==> config.mk <==
export PLATFORM = sky130hd
export DESIGN_NAME = acal_cal_ctrl
export DESIGN_NICKNAME = d
export VERILOG_FILES = /design/src/acal_pkg.sv /design/src/acal_out_lane.sv /design/src/acal_cal_ctrl.sv
export VERILOG_INCLUDE_DIRS = /design/src
export SDC_FILE = /design/constraint.sdc
export NUM_CORES = 1
export LEC_CHECK = 0
export ABC_CLOCK_PERIOD_IN_PS = 2900
export BUFFER_PORTS_ARGS = -buffer_cell sky130_fd_sc_hd__buf_2
export CORE_MARGIN = 2
export CORE_UTILIZATION = 50
export CTS_BUF_LIST = sky130_fd_sc_hd__clkbuf_4 sky130_fd_sc_hd__clkbuf_8 sky130_fd_sc_hd__clkbuf_16
export CTS_CLUSTER_DIAMETER = 150
export DETAILED_ROUTE_END_ITERATION = 12
export MAX_ROUTING_LAYER = met4
export PLACE_DENSITY = 0.77
export SYNTH_ARGS = -nofsm -noshare
export SYNTH_HDL_FRONTEND = slang
export SYNTH_SLANG_ARGS = --single-unit
==> constraint.sdc <==
create_clock -name clk_sys -period 2.9 [get_ports clk_sys]
set_input_delay 0.87 -clock clk_sys [delete_from_list [all_inputs] [get_ports clk_sys]]
set_output_delay 0.87 -clock clk_sys [all_outputs]
set_load 0.01 [all_outputs]
==> src/acal_defs.svh <==
`ifndef ACAL_DEFS_SVH
`define ACAL_DEFS_SVH

// Byte addresses of the control registers
`define ACAL_CTRL_ADDR 12'h000
`define ACAL_STAT_ADDR 12'h004
`define ACAL_TRIM_BASE 12'h010
`define ACAL_TRIM_LAST 12'h024

// Printed register indices; byte address is four times the index
`define ACAL_SRC_DLY_IDX 12'h09a
`define ACAL_MUX_DLY_IDX 12'h09b

// Control register bit positions
`define ACAL_CTRL_TSEL 0
`define ACAL_CTRL_SOFT 1
`define ACAL_CTRL_BGEN 2
`define ACAL_CTRL_FGOS 3
`define ACAL_CTRL_BGOS 4

// Trim field positions within a per-core trim word
`define ACAL_TRIM_OFS_LSB 0
`define ACAL_TRIM_GAIN_LSB 8
`define ACAL_TRIM_TERM_LSB 16

// Reset values
`define ACAL_CTRL_RST 5'h00
`define ACAL_TRIM_RST 24'h804080
`define ACAL_SRC_DLY_RST 8'h00
`define ACAL_MUX_DLY_RST 8'h00
`define ACAL_MID_CODE 9'h000

// Timing: cycles of one calibration run
`define ACAL_CAL_CYCLES 10'd1000

// Core routing codes
`define ACAL_ROUTE_STIM 3'h7
`define ACAL_ROUTE_IDLE 3'h6

`endif

==> src/acal_pkg.sv <==
package acal_pkg;

  // Device variant
  typedef enum logic [1:0]
  {
    ACAL_QUAD = 2'b00,
    ACAL_DUAL = 2'b01,
    ACAL_SINGLE = 2'b10
  } acal_variant_e;

  // Sequencer states
  typedef enum logic [2:0]
  {
    ACAL_FG_CAL = 3'b000,
    ACAL_IDLE = 3'b001,
    ACAL_BG_CAL = 3'b010,
    ACAL_BG_SRC = 3'b011,
    ACAL_BG_MUX = 3'b100
  } acal_state_e;

  // Whole state of the sequencer
  typedef struct packed
  {
    acal_state_e state;
    logic [9:0] cnt;
    logic [1:0] slot;
    logic [3:0][2:0] chanCore;
    logic [1:0][2:0] spare;
    logic pinMeta;
    logic pinSync;
    logic trigPrev;
    logic fgDone;
    logic [4:0] ctrl;
    logic [7:0] srcDly;
    logic [7:0] muxDly;
    logic [5:0][23:0] trim;
    logic [31:0] rdata;
    logic slvErr;
  } acal_state_s;

  // State of one output lane
  typedef struct packed
  {
    logic [8:0] data;
  } acal_lane_s;

endpackage

==> src/acal_out_lane.sv <==
`include "acal_defs.svh"

module acal_out_lane
  import acal_pkg::*;
(
  // Clock and reset
  input wire logic clk_sys,
  input wire logic resetn,
  // Core samples and selection
  input wire logic [5:0][8:0] coreSample,
  input wire logic [2:0] coreSel,
  input wire logic mute,
  // Output sample
  output logic [8:0] sampleOut
);

  acal_lane_s st_ff;
  acal_lane_s nxt_st;

  ////////////////////////////////////////////////////////////////////////////
  // Whole-sample pick from one core, or mid-code while muted
  always_comb
  begin
    nxt_st = st_ff;
    if (mute || coreSel > 3'd5)
    begin
      nxt_st.data = `ACAL_MID_CODE;
    end
    else
    begin
      nxt_st.data = coreSample[coreSel];
    end
  end

  // Register the lane
  always_ff @(posedge clk_sys or negedge resetn)
  begin
    if (!resetn)
    begin
      st_ff <= '0;
    end
    else
    begin
      st_ff <= nxt_st;
    end
  end

  assign sampleOut = st_ff.data;

endmodule

==> src/acal_cal_ctrl.sv <==
`include "acal_defs.svh"

// Contract
// Two calibration modes: foreground stops conversion, background keeps converting.
// During foreground calibration every output sample is mid-code zero.
// Six converter cores; some active, the rest spares.
// Foreground routing: A to core 0, B to 1, C to 4, D to 5.
// Quad background: core 2 replaces 0 or 1, core 3 replaces 4 or 5.
// Dual: cores 0 and 1 share spare 2; single: core 0 uses 2.
// Calibration trims each bank against an internal stimulus.
// System keeps near-DC content off inputs while offset calibration runs.
// Per-core trims for input offset, gain and termination are adjustable.
// Trims reset to factory values; user writes are accepted and used.
// Foreground calibration runs at power-up; system waits before configuring.
// Foreground starts on trigger from pin or software bit, by select.
// Background rotates: calibrated spare takes over, displaced core is calibrated.
// Background never calibrates more than one core at a time.
// Background needs enable set, select cleared, software trigger set. With select set, the pin trigger also starts it.
// Brief glitches at core exchange are tolerated.
// System should program source delay 0x1F and mux delay 0x1E.
// Core exchange on a sample boundary; no sample dropped or doubled.
module acal_cal_ctrl
  import acal_pkg::*;
#(
  parameter acal_variant_e VARIANT = ACAL_QUAD
)
(
  // Clock and reset
  input wire logic clk_sys,
  input wire logic resetn,
  // APB slave
  input wire logic psel,
  input wire logic penable,
  input wire logic pwrite,
  input wire logic [11:0] paddr,
  input wire logic [31:0] pwdata,
  output logic [31:0] prdata,
  output logic pready,
  output logic pslverr,
  // Trigger pin
  input wire logic calibration_trigger_pin,
  // Core samples
  input wire logic [5:0][8:0] coreSample,
  // Output samples per input
  output logic [8:0] chanDataA,
  output logic [8:0] chanDataB,
  output logic [8:0] chanDataC,
  output logic [8:0] chanDataD,
  // Core control
  output logic [5:0][2:0] coreRoute,
  output logic [5:0] calCores,
  output logic offsetCalActive,
  output logic [5:0][23:0] trimOut
);

  acal_state_s st_ff;
  acal_state_s nxt_st;
  logic [3:0][8:0] laneOut;
  logic effTrig;
  logic fgBusy;
  logic bgBusy;
  logic [2:0] calCore;
  logic wrEn;
  logic [11:0] srcAddr;
  logic [11:0] muxAddr;
  logic [3:0][2:0] homeMap;

  assign srcAddr = `ACAL_SRC_DLY_IDX << 2; // Byte address is four times the index
  assign muxAddr = `ACAL_MUX_DLY_IDX << 2;
  assign homeMap = {3'd5, 3'd4, 3'd1, 3'd0};

  ////////////////////////////////////////////////////////////////////////////
  // Status terms
  assign fgBusy = st_ff.state == ACAL_FG_CAL;
  assign bgBusy = st_ff.state == ACAL_BG_CAL;
  assign calCore = st_ff.spare[st_ff.slot[1]];
  assign effTrig = st_ff.ctrl[`ACAL_CTRL_TSEL] ? st_ff.pinSync
                                              : st_ff.ctrl[`ACAL_CTRL_SOFT];
  assign wrEn = psel && penable && pwrite;

  // APB handshake: zero wait states
  assign pready = psel && penable;
  assign prdata = st_ff.rdata;
  assign pslverr = pready && st_ff.slvErr;

  ////////////////////////////////////////////////////////////////////////////
  // Next slot in the rotation for this variant
  function automatic logic [1:0] nextSlot(input logic [1:0] s);
    logic [1:0] n;
    n = 2'd0;
    case (VARIANT)
      ACAL_QUAD: n = {~s[1], s[0] ^ s[1]};
      ACAL_DUAL: n = {1'b0, ~s[0]};
      default: n = 2'd0;
    endcase
    return n;
  endfunction

  // Read value of a register, and whether the address is mapped
  function automatic logic [32:0] readReg(input logic [11:0] a, input acal_state_s s);
    logic [32:0] r;
    logic [11:0] t;
    r = '0;
    t = a - `ACAL_TRIM_BASE;
    if (a == `ACAL_CTRL_ADDR)
    begin
      r = {1'b1, 27'h0, s.ctrl};
    end
    else if (a == `ACAL_STAT_ADDR)
    begin
      r = {1'b1, 22'h0, s.slot, 1'b0, calCore, 1'b0, bgBusy, fgBusy, s.fgDone};
    end
    else if (a >= `ACAL_TRIM_BASE && a <= `ACAL_TRIM_LAST && a[1:0] == 2'b00)
    begin
      r = {1'b1, 8'h0, s.trim[t[4:2]]};
    end
    else if (a == srcAddr)
    begin
      r = {1'b1, 24'h0, s.srcDly};
    end
    else if (a == muxAddr)
    begin
      r = {1'b1, 24'h0, s.muxDly};
    end
    return r;
  endfunction

  ////////////////////////////////////////////////////////////////////////////
  // Sequencer, trigger sync and register file
  always_comb
  begin
    logic [32:0] rd;
    logic [11:0] toff;
    logic [2:0] oldCore;
    rd = readReg(paddr, st_ff);
    toff = paddr - `ACAL_TRIM_BASE;
    oldCore = st_ff.chanCore[st_ff.slot];
    nxt_st = st_ff;
    nxt_st.pinMeta = calibration_trigger_pin;
    nxt_st.pinSync = st_ff.pinMeta;
    nxt_st.trigPrev = effTrig;
    // Read data and error captured in the setup phase
    if (psel && !penable)
    begin
      nxt_st.rdata = rd[31:0];
      nxt_st.slvErr = !rd[32];
    end
    // Writes take effect at the access edge
    if (wrEn && rd[32])
    begin
      if (paddr == `ACAL_CTRL_ADDR)
      begin
        nxt_st.ctrl = pwdata[4:0];
      end
      else if (paddr == srcAddr)
      begin
        nxt_st.srcDly = pwdata[7:0];
      end
      else if (paddr == muxAddr)
      begin
        nxt_st.muxDly = pwdata[7:0];
      end
      else if (paddr != `ACAL_STAT_ADDR)
      begin
        nxt_st.trim[toff[4:2]] = pwdata[23:0];
      end
    end
    case (st_ff.state)
      ACAL_FG_CAL:
      begin
        // All cores on stimulus; output muted; home routing restored
        nxt_st.chanCore = homeMap;
        nxt_st.spare = {3'd3, 3'd2};
        nxt_st.slot = 2'd0;
        nxt_st.cnt = st_ff.cnt + 10'd1;
        if (st_ff.cnt == `ACAL_CAL_CYCLES - 10'd1)
        begin
          nxt_st.state = ACAL_IDLE;
          nxt_st.fgDone = 1'b1;
          nxt_st.cnt = '0;
        end
      end
      ACAL_IDLE:
      begin
        nxt_st.cnt = '0;
        if (st_ff.ctrl[`ACAL_CTRL_BGEN] && effTrig)
        begin
          nxt_st.state = ACAL_BG_CAL;
        end
        else if (!st_ff.ctrl[`ACAL_CTRL_BGEN] && effTrig && !st_ff.trigPrev)
        begin
          nxt_st.state = ACAL_FG_CAL;
          nxt_st.fgDone = 1'b0;
        end
      end
      ACAL_BG_CAL:
      begin
        // Only the spare of the current slot's group is calibrated
        nxt_st.cnt = st_ff.cnt + 10'd1;
        if (!st_ff.ctrl[`ACAL_CTRL_BGEN])
        begin
          nxt_st.state = ACAL_IDLE;
        end
        else if (st_ff.cnt == `ACAL_CAL_CYCLES - 10'd1)
        begin
          nxt_st.state = ACAL_BG_SRC;
          nxt_st.cnt = '0;
        end
      end
      ACAL_BG_SRC:
      begin
        // Spare now samples the input alongside the active core
        nxt_st.cnt = st_ff.cnt + 10'd1;
        if (st_ff.cnt >= {2'b00, st_ff.srcDly})
        begin
          nxt_st.state = ACAL_BG_MUX;
          nxt_st.cnt = '0;
        end
      end
      ACAL_BG_MUX:
      begin
        nxt_st.cnt = st_ff.cnt + 10'd1;
        if (st_ff.cnt >= {2'b00, st_ff.muxDly})
        begin
          // Exchange: spare takes the slot, displaced core becomes spare
          nxt_st.chanCore[st_ff.slot] = st_ff.spare[st_ff.slot[1]];
          nxt_st.spare[st_ff.slot[1]] = oldCore;
          nxt_st.slot = nextSlot(st_ff.slot);
          nxt_st.state = st_ff.ctrl[`ACAL_CTRL_BGEN] ? ACAL_BG_CAL : ACAL_IDLE;
          nxt_st.cnt = '0;
        end
      end
      default:
      begin
        nxt_st.state = ACAL_IDLE;
      end
    endcase
  end

  // Register the state; power-up enters foreground calibration
  always_ff @(posedge clk_sys or negedge resetn)
  begin
    if (!resetn)
    begin
      st_ff <= '0;
      st_ff.state <= ACAL_FG_CAL;
      st_ff.chanCore <= {3'd5, 3'd4, 3'd1, 3'd0};
      st_ff.spare <= {3'd3, 3'd2};
      st_ff.ctrl <= `ACAL_CTRL_RST;
      st_ff.srcDly <= `ACAL_SRC_DLY_RST;
      st_ff.muxDly <= `ACAL_MUX_DLY_RST;
      st_ff.trim <= {6{`ACAL_TRIM_RST}};
    end
    else
    begin
      st_ff <= nxt_st;
    end
  end

  ////////////////////////////////////////////////////////////////////////////
  // Core routing: inputs, stimulus or idle for all six cores
  always_comb
  begin
    for (int c = 0; c < 6; c++)
    begin
      coreRoute[c] = `ACAL_ROUTE_IDLE;
      calCores[c] = 1'b0;
      if (fgBusy)
      begin
        coreRoute[c] = `ACAL_ROUTE_STIM;
        calCores[c] = 1'b1;
      end
      else
      begin
        for (int ch = 0; ch < 4; ch++)
        begin
          if (st_ff.chanCore[ch] == 3'(c))
          begin
            coreRoute[c] = 3'(ch);
          end
        end
        if (calCore == 3'(c))
        begin
          if (bgBusy)
          begin
            coreRoute[c] = `ACAL_ROUTE_STIM;
            calCores[c] = 1'b1;
          end
          else if (st_ff.state == ACAL_BG_SRC || st_ff.state == ACAL_BG_MUX)
          begin
            coreRoute[c] = {1'b0, st_ff.slot};
          end
        end
      end
    end
  end

  assign offsetCalActive = (fgBusy && st_ff.ctrl[`ACAL_CTRL_FGOS])
                        || (bgBusy && st_ff.ctrl[`ACAL_CTRL_BGOS]);
  assign trimOut = st_ff.trim;

  ////////////////////////////////////////////////////////////////////////////
  // Output lanes, one per input
  for (genvar g = 0; g < 4; g++)
  begin : gLane
    acal_out_lane uLane
    (
      .clk_sys(clk_sys),
      .resetn(resetn),
      .coreSample(coreSample),
      .coreSel(st_ff.chanCore[g]),
      .mute(fgBusy),
      .sampleOut(laneOut[g])
    );
  end

  assign chanDataA = laneOut[0];
  assign chanDataB = laneOut[1];
  assign chanDataC = laneOut[2];
  assign chanDataD = laneOut[3];
endmodule

==> Word-level counts from Yosys, hierarchy flattened <==
Index checks and enable logic that the tools add are counted.
{ "classes": {"magnitude_cmp": 18, "n_addsub": 2, "n_reduce_logical": 43, "n_bitwise": 5, "muxes": 110, "n_eq_ne": 41} }
{ "op_table": {"columns": ["cell", "count"], "rows": [
  ["33-bit two-way mux", 6],
  ["3-bit two-way mux", 56],
  ["144-bit bitwise mux", 1],
  ["9-bit binary-select mux with 3-bit select", 4],
  ["24-bit binary-select mux with 3-bit select", 1],
  ["24-bit demux with 3-bit select", 1],
  ["9-bit two-way mux", 8],
  ["10-bit case mux with 5 select lines", 1],
  ["24-bit two-way mux", 2],
  ["20-bit case mux with 2 select lines", 1],
  ["13-bit two-way mux", 3],
  ["3-bit by 2-bit == test with 1-bit output, second input constant", 12],
  ["3-bit == test, second input constant", 11],
  ["12-bit by 10-bit == test with 1-bit output, second input constant", 2],
  ["10-bit by 8-bit greater-or-equal comparator with 1-bit output", 2],
  ["3-bit by 4-bit less-than comparator with 1-bit output, second input constant", 5],
  ["3-bit by 1-bit == test with 1-bit output, second input constant", 6],
  ["3-bit logical NOT", 6],
  ["1-bit two-way mux", 17],
  ["1-bit logical AND", 15],
  ["3-bit case mux with 5 select lines", 1],
  ["12-bit bitwise mux", 1],
  ["12-bit by 3-bit == test with 1-bit output, second input constant", 1],
  ["12-bit by 5-bit greater-or-equal comparator with 1-bit output, second input constant", 1],
  ["34 further kinds", 55]
]} }
{ "totals": {"input_bits": 104, "regBits": 271} }

==> Depth between registers and ports, before layout <==
Gate-level depths: netlist (run 1).
{ "depth": {"depth_word": 9, "depth_mapped": 9, "depth_no_buf": 8} }

==> Modules after synthesis <==
A second synthesis (run 1) with hierarchy kept.
{ "hier_totals": {"cells_unflattened": 1427, "area_unflattened_um2": 15690.0} }
{ "by_module_without_submodules": {"columns": ["module", "cells_each", "instances", "area_each_um2"], "rows": [
  ["acal_cal_ctrl", 1175, 1, 12947.4],
  ["acal_out_lane", 63, 4, 685.7]
]} }

==> Least setup slack after synthesis (run 1) <==
Ideal clock, no wire load.
{ "synth_timing": {"path_kind": "register to output", "start": "register st_ff[217] (netlist name)", "end": "output coreRoute[14] (netlist name)", "required_ns": 2.030, "t_arrival_ns": 2.030, "slack_ns": 0.000, "n_path_buf": 3, "path_stages_with_launch": 6, "cell_sequence": "dfstp_2 clkbuf_1 clkbuf_1 buf_2 o221ai_1 o21bai_1"} }
{ "synth_lines": {"columns": ["element", "line", "source"], "rows": [
  ["from (decl)", "acal_cal_ctrl.sv:56", "acal_state_s st_ff;"],
  ["from (signal assigned)", "acal_cal_ctrl.sv:256", "st_ff <= nxt_st;"],
  ["to (decl)", "acal_cal_ctrl.sv:50", "output logic [5:0][2:0] coreRoute,"]
]} }

==> run metrics, run 1 <==
Tmin final 3.14 ns; EDFF count, synth 0; Final period util 1.08; Synth cell types 76; Rel. slew slack 0.465; Post-Synth Adder-Cell Area 0.0169; Synth Area in Compound Gates 0.0937; switching pwr 1900 uW; DR vias/cell 5.94; worst hold path type input port to asynchronous set/reset pin; Setup WS post-layout -0.237 ns; cts hold-fix bufs 0; fill count 2441; Synth Register Bits 263; WS Path Type register to output pin; Cell Area, Synth 15600 um^2; Comb power frac 0.055; worst hold slack 0.232 ns; most numerous cell in the Yosys netlist dfrtp_1; Die Wd 180 um; CTS tree yes; worst skew pair latency 0.59 ns; Rows 64; final hold violations 0; routed length per instance 22.4 um; Async SR Flop Fraction 1.00; io pins 343; Congestion Overflow GR 0; P_leak 0.00923 uW; clock buffer depth 3; DR iter-0 viols 849; clk sinks 263; Non-Filler Instances 2017; TNS Setup -3.14 ns; post-synthesis mux area share 0.256; crit end category output pin; H-tree Lvls 1; Slew Viols, Final 0; largest net degree at the start of global routing 63; antenna violations before repair 2; total track usage 0.281; Synth Area in Simple Gates 0.0887; Worst Max-Slew Pin Slew 0.799 ns; CP arrival 2.27 ns; synth cell count leaders 238 x dfrtp_1, 187 x mux2_2, 178 x buf_4, 127 x nor2_1, 67 x nand2_1; Crit path required time 2.03 ns; Clock power frac 0.496; global-route wire length before repair 70.3 mm; vias in the first global route 12.3k; Yosys warnings 0; Pre-antenna DRT Iters 5; Net Sw Frac 0.232; worst vdd rail ir drop 470 uV; core area 30600 um^2; CTS root buf clkbuf_16; pwr dens 449 nW/um^2; DRC viols 0; Starting Density 0.509; share of the synthesized area in the top cell type 0.382; Main synth FF type dfrtp_1; maxcap violations 0; Die Span Y 180 um; Mapped Cells 1390; Synth area leader dfrtp_1; TritonCTS buffer count 30; status finished, violations left; sequential area share after synthesis 0.425; CP Max Fanout 4; post-route ant nets 0; Reg clk slew, reported paths 0.06 ns; Setup Skew 0.0320 ns; IO buf count 326; HPWL after DPL 32.3 mm; Final setup viols 23; proportion of layout cells with a drive suffix above 1 0.502; Max Fclk 0.319 GHz; Critical Path Start Type register; Synth Area in XOR/XNOR 0.00394; Int Power 6300 uW; DP Cell Count 1934; Total Die Area 32600 um^2; largest family of logic cells by synthesized area multiplexers; Layout area overhead 17.5%; RSZ-0062 raised after global routing true; top cells by area, synth dfrtp_1 38%, mux2_2 14%, mux4_2 8.7%; Post-layout nets 1721; post-synthesis area per instance 11.2 um^2; register share of total power 0.448; failing checks setup timing; Routability Congestion 0.917; via count 12.0k; WL final 45.2 mm
-- worst max-delay path, cell delays in order (launching register included) --
cell and delay [ns]:
dfrtp_2 0.45, mux2_4 0.34, nor2_4 0.17, nand2_4 0.08
a21oi_1 0.32, o21bai_1 0.17, buf_2 0.17
-- registers in the layout (all words and copies together) (netlist names) --
name                   count
st_ff                     58
trimOut                  144
prdata                    24
gLane.uLane.sampleOut     36
nxt_st                     1
-- routing by layer --
metal | vias up | global-route usage | part of all wire
li1 | 5253 | - | -
met1 | 5985 | 0.344 | 0.38
met2 | 602 | 0.455 | 0.48
met3 | 135 | 0.0624 | 0.090
met4 | 0 | 0.107 | 0.044
met5 | - | - | 0
-- through the flow --
| step | area [um^2] | util | power [uW] | setup WS, ns |
|---|---|---|---|---|
| detailed placement | 16700 | 0.547 | 4200 | -0.127 |
| global route | 18300 | 0.598 | 8460 | -0.310 |
| CTS | 18100 | 0.593 | 8280 | -0.179 |
| global placement | 16700 | 0.547 | 4190 | -0.107 |
| floorplan | 15600 | - | 3940 | 0.0476 |
| finish | 18300 | 0.598 | 8210 | -0.237 |
-- power groups by stage --
stage	sequential, uW	combinational, uW	clock [uW]
after global placement	3750	441	0
final	3680	454	4070
after floorplan	3750	192	0
after global routing	3680	497	4280
after detailed placement	3750	454	0
after CTS	3680	457	4140
-- timing repair --
action,4_1_cts,5_1_grt
setup buffers,22,4
gates resized for setup,45,26
setup endpoints to repair,24,23
pin swaps,10,13
-- cell usage in the layout (no fill, tap or decap), types with 47 or more instances in the layout --
master / count
buf_2: 323
dfrtp_1: 236
nor2_1: 122
mux2i_1: 50
buf_4: 80
mux2_2: 185
nand2_1: 65
mux4_2: 60
o21ai_0: 47
a21oi_1: 55
-- logic make-up (layout without fill, tap and decap cells) --
logic type	count (synthesis)	count (layout)
muxes	300	300
other	1	10
AOI/OAI and AO/OA	223	223
and+or+nand+nor	289	289
xor gates and xnor gates	7	7
DFF	263	263
buffers and inverters	286	508
adders and majority gates	21	21
-- final timing paths --
check,startpoint,endpoint,slack [ns],cells past startpoint
hold / removal,resetn,trimOut[112],0.23,1
setup reg to reg,st_ff[227],st_ff[218],0.35,7
hold reg to reg,nxt_st[200],st_ff[200],0.35,0
min in group clk_sys,nxt_st[200],st_ff[200],0.35,0
max in group asynchronous,resetn,trimOut[86],1.84,2
setup / recovery,st_ff[221],coreRoute[11],-0.24,6
-- final cells by class --
cell class	count	area (um^2)	area share
sequential	263	6620	0.362
antenna	2	5.00	0.000274
timing repair buffer	424	2560	0.140
clock buffer	39	862	0.0471
tap	396	495	0.0271
clock inverter	16	220	0.0120
inverter	29	116	0.00636
multi-input combinational	848	7410	0.405
No activity file was read; power rests on OpenSTA's default activity.
==> run 2: changes to the inputs <==
--- a/config.mk
+++ b/config.mk
@@ -13,7 +13,6 @@
 export CTS_BUF_LIST = sky130_fd_sc_hd__clkbuf_4 sky130_fd_sc_hd__clkbuf_8 sky130_fd_sc_hd__clkbuf_16
 export CTS_CLUSTER_DIAMETER = 150
 export DETAILED_ROUTE_END_ITERATION = 12
-export MAX_ROUTING_LAYER = met4
 export PLACE_DENSITY = 0.77
 export SYNTH_ARGS = -nofsm -noshare
 export SYNTH_HDL_FRONTEND = slang
==> run metrics, run 2 (synthesis results as in run 1) <==
crit end category output pin; worst-path cell chain mux2i_2, buf_6, nor2_4, nand2_2, a21boi_2, a221oi_2, a21oi_2, buf_2; Routability Congestion 0.922; HPWL after DPL 32.6 mm; Buf/Inv on CP 2; Final period util 1.08; WS Path Type register to output pin; TritonCTS buffer count 30; Pre-antenna DRT Iters 7; DP Cell Count 1939; Critical Path Start Type register; WL final 46.2 mm; most common cell after layout, fill and taps aside buf_2; Setup WS post-layout -0.242 ns; r2r setup slk -0.10 ns; routed length per instance 22.8 um; Post-layout nets 1733; Crit path required time 2.03 ns; Non-Filler Instances 2028; vias in the first global route 12.6k; antenna violations before repair 3; Starting Density 0.509; CP max-delay cell dfrtp_2; CP top delay family compound AO/OA/AOI/OAI gates; Total Die Area 32600 um^2; DR iter-0 viols 865; proportion of layout cells with a drive suffix above 1 0.504; H-tree Lvls 1; Congestion Overflow GR 0; P_leak 0.00932 uW; IO buf count 326; Die Wd 180 um; critical path depth 8; clock buffer depth 3; pre-CTS WS -0.162 ns; worst skew pair latency 0.57 ns; Die Span Y 180 um; Final setup viols 20; Max Fclk 0.318 GHz; most frequent cells in the layout 322 x buf_2, 237 x dfrtp_1, 185 x mux2_2, 122 x nor2_1, 91 x buf_4; CP Max Fanout 6; via count 12.1k; RSZ-0062 raised after global routing true; Layout area overhead 17.9%; Reg clk slew, reported paths 0.06 ns; Placed Area 16800 um^2; clk sinks 263; cells on worst reg2reg path 20; failing checks setup timing; pwr dens 449 nW/um^2; max reg flops 144; Crit Reg-Reg Startpoint st_ff[206]; Setup Skew 0.0216 ns; Worst Max-Slew Pin Slew 0.836 ns; status finished, violations left; DRC viols 0; Slew Viols, Final 0; CTS tree yes; Tmin final 3.14 ns; post-route ant nets 0; global-route wire length before repair 72.1 mm; worst hold path type input port to asynchronous set/reset pin; io pins 343; Rows 64; CTS root buf clkbuf_16; Final Instance Area 18400 um^2; core area 30600 um^2; Critical Path Max Stage Delay 0.42 ns; worst vdd rail ir drop 585 uV; CP arrival 2.27 ns; FF-to-FF End prdata[5]; final hold violations 0; largest net degree at the start of global routing 73; Rel. slew slack 0.440; maxcap violations 0; total track usage 0.278; DR vias/cell 5.98
run 2: stage by stage:
step	power, uW	TNS, ns	util	hold slack, ns
finish	8240	-2.66	0.600	0.261
global route	8490	-4.78	0.600	0.283
CTS	8300	-2.27	0.597	0.265
detailed placement	4200	-5.54	0.548	0.336
global placement	4190	-2.97	0.548	0.336
floorplan	3940	0	-	0.331
run 2: final cells by class:
class / instances / area (um^2)
repair buffers: 436 / 2650
clock buffers: 42 / 872
diodes: 1 / 2.50
inverters: 29 / 109
multi-input cells: 848 / 7420
well taps: 396 / 495
clock inverters: 13 / 209
fillers: 2478 / 12200
flip-flops and latches: 263 / 6610
run 2: layer usage:
layer / track usage / routed length, um / share of wire / vias up
li1: - / - / - / 5268
met1: 0.340 / 17500 / 0.38 / 6053
met2: 0.470 / 22300 / 0.48 / 662
met3: 0.0691 / 4270 / 0.092 / 154
met4: 0.120 / 2130 / 0.046 / 0
met5: 0 / 0 / 0 / -
run 2: worst max-delay path by stage:
stage | startpoint | end | slack [ns]
global placement | paddr[8] | trimOut[68] | -0.09
finish | st_ff[221] | coreRoute[6] | -0.24
detailed placement | paddr[8] | trimOut[66] | -0.16
CTS | st_ff[221] | coreRoute[6] | -0.19
floorplan | paddr[8] | trimOut[52] | 0.05
global route | st_ff[221] | coreRoute[6] | -0.33
run 2: timing repair:
action / in CTS / in global routing
resized for setup: 52 / 22
pin swaps: 13 / 6
setup endpoints to repair: 24 / 25
hold buffers: 0 / 0
setup buffers: 31 / 2
run 2: where the power goes:
group | internal [uW] | total, uW | switching [uW]
Combinational | 171 | 457 | 286
Sequential | 3680 | 3680 | 3.61
Clock | 2540 | 4100 | 1560
==> run 3: changes to the inputs <==
--- a/config.mk
+++ b/config.mk
@@ -16,4 +16,5 @@
 export PLACE_DENSITY = 0.77
 export SYNTH_ARGS = -nofsm -noshare
 export SYNTH_HDL_FRONTEND = slang
+export SYNTH_HIERARCHICAL = 1
 export SYNTH_SLANG_ARGS = --single-unit
==> run metrics, run 3 <==
status finished, violations left; failing checks setup timing; total track usage 0.268; final hold violations 0; Starting Density 0.510; Rel. slew slack 0.599; most numerous cell in the Yosys netlist dfrtp_1; CP max-delay cell dfrtp_2; EDFF count, synth 0; clk sinks 263; Die Wd 181 um; TritonCTS buffer count 29; vias in the first global route 12.2k; worst skew pair latency 0.56 ns; Setup WS post-layout -0.313 ns; WS Path Type register to output pin; Synth area leader dfrtp_1; cts hold-fix bufs 0; RSZ-0062 raised after global routing true; pwr dens 432 nW/um^2; Mapped Cells 1427; crit end category output pin; via count 12.0k; CP arrival 2.34 ns; fill count 2503; clock buffer depth 3; CP top delay family simple AND/OR/NAND/NOR gates; Max Fclk 0.311 GHz; Layout area overhead 15.8%; routed length per instance 22.0 um; Yosys warnings 6; layer with the highest usage met2; top cells by area, synth dfrtp_1 38%, mux2_2 11%, mux2i_1 9.4%; CTS root buf clkbuf_16; met1 Use GR 0.339; largest family of logic cells by synthesized area multiplexers; largest net degree at the start of global routing 54; met2 Usage GRT 0.450; proportion of layout cells with a drive suffix above 1 0.452; maxcap violations 0; Post-layout nets 1753; GRT met3 Usage 0.0625; Slew Viols, Final 0; Crit Reg-Reg Startpoint st_ff[227]; Worst Max-Slew Pin Slew 0.586 ns; Critical Path Start Type register; worst vdd rail ir drop 468 uV; post-synthesis area per instance 11.0 um^2; DRC viols 0; post-route ant nets 0; Synth Register Bits 263; Pre-antenna DRT Iters 7; Synth Area in XOR/XNOR 0.00391; H-tree Lvls 1; Synth cell types 72; share of the synthesized area in the top cell type 0.380; Final setup viols 23; most common cell after layout, fill and taps aside buf_2; Placed Area 16800 um^2; Post-Synth Adder-Cell Area 0.0167; WL final 45.1 mm; antenna violations before repair 3; Synth Area in Compound Gates 0.108; global-route wire length before repair 70.0 mm; CTS tree yes; post-synthesis mux area share 0.245; Async SR Flop Fraction 1.00; HPWL after DPL 32.5 mm; Synth Area in Simple Gates 0.0833; DR iter-0 viols 731; Setup Skew 0.0127 ns; DR vias/cell 5.85; max reg flops 144; io pins 343; beginning of the critical path st_ff[221]; TNS Setup -3.79 ns; IO buf count 326; Buf/Inv on CP 1; Total Die Area 32800 um^2; worst-path cell chain mux2_4, or3_4, o21ai_2, nand3_1, a22oi_1, buf_2; Congestion Overflow GR 0; core area 30700 um^2; Routability Congestion 0.890; synth cell count leaders 238 x dfrtp_1, 193 x buf_4, 160 x mux2_2, 148 x mux2i_1, 86 x nand2_1; worst hold path type input port to asynchronous set/reset pin; Crit path required time 2.03 ns; sequential area share after synthesis 0.421; Tmin final 3.21 ns; Rows 64; Critical Path Max Stage Delay 0.45 ns; Reg clk slew, reported paths 0.06 ns; Final Instance Area 18200 um^2; Main synth FF type dfrtp_1; Cell Area, Synth 15700 um^2; Final period util 1.11; CP Max Fanout 5; most frequent cells in the layout 322 x buf_2, 234 x dfrtp_1, 157 x mux2_2, 148 x mux2i_1, 83 x nand2_1; Die Span Y 181 um; P_leak 0.00931 uW
==> run 3: final timing paths <==
check                                to  depth (start not counted)  slack (ns)
min in group clk_sys         st_ff[200]                          0        0.35
hold reg to reg              st_ff[200]                          0        0.35
max in group asynchronous  trimOut[127]                          2        1.91
setup reg to reg             st_ff[208]                          8        0.35
setup / recovery           coreRoute[0]                          6       -0.31
hold / removal                prdata[2]                          1        0.23
==> run 3: per-stage QoR <==
| stage | instances | power [uW] | hold WS [ns] | setup WS [ns] | util |
|---|---|---|---|---|---|
| 2_1_floorplan | 1434 | 3940 | 0.331 | 0.0147 | - |
| 3_3_place_gp | 1976 | 4200 | 0.341 | -0.126 | 0.547 |
| 3_5_place_dp | 1976 | 4220 | 0.342 | -0.163 | 0.547 |
| 4_1_cts | 2045 | 7920 | 0.247 | -0.288 | 0.585 |
| 5_1_grt | 2050 | 8110 | 0.267 | -0.360 | 0.591 |
| 6_report | 2050 | 7850 | 0.232 | -0.313 | 0.591 |
==> run 3: repair_timing <==
action,CTS,global route
gates resized for setup,29,31
gates cloned,0,0
setup buffers,15,2
endpoints found under the setup margin,23,28
pin swaps,9,18
==> run 3: logic make-up after synthesis <==
family / count (synthesis)
AOI/OAI and AO/OA: 257
and+or+nand+nor: 256
adders and majority gates: 21
xor gates and xnor gates: 7
DFF: 263
buffers and inverters: 288
other: 1
muxes: 334
==> run 3: where the power goes <==
| part | switching (uW) | internal, uW | leakage [uW] | total (uW) |
|---|---|---|---|---|
| logic | 299 | 156 | 0.00532 | 455 |
| clock network | 1510 | 2190 | 0.000496 | 3700 |
| registers | 9.82 | 3690 | 0.00349 | 3700 |
==> run 3: layout make-up <==
cell class / count / area [um^2] / area share
Clock inverter: 10 / 96.3 / 0.00530
Tap cell: 396 / 495 / 0.0273
Timing Repair Buffer: 423 / 2550 / 0.140
Multi-Input combinational cell: 883 / 7410 / 0.408
Clock buffer: 44 / 882 / 0.0486
Inverter: 28 / 105 / 0.00579
Sequential cell: 263 / 6620 / 0.364
Antenna cell: 3 / 7.51 / 0.000413
==> run 3: routing by layer <==
metal	wire length (um)	vias up	part of all wire
li1	-	5361	-
met1	17900	5980	0.40
met2	21700	541	0.48
met3	3740	109	0.083
met4	1780	0	0.039
met5	0	-	0
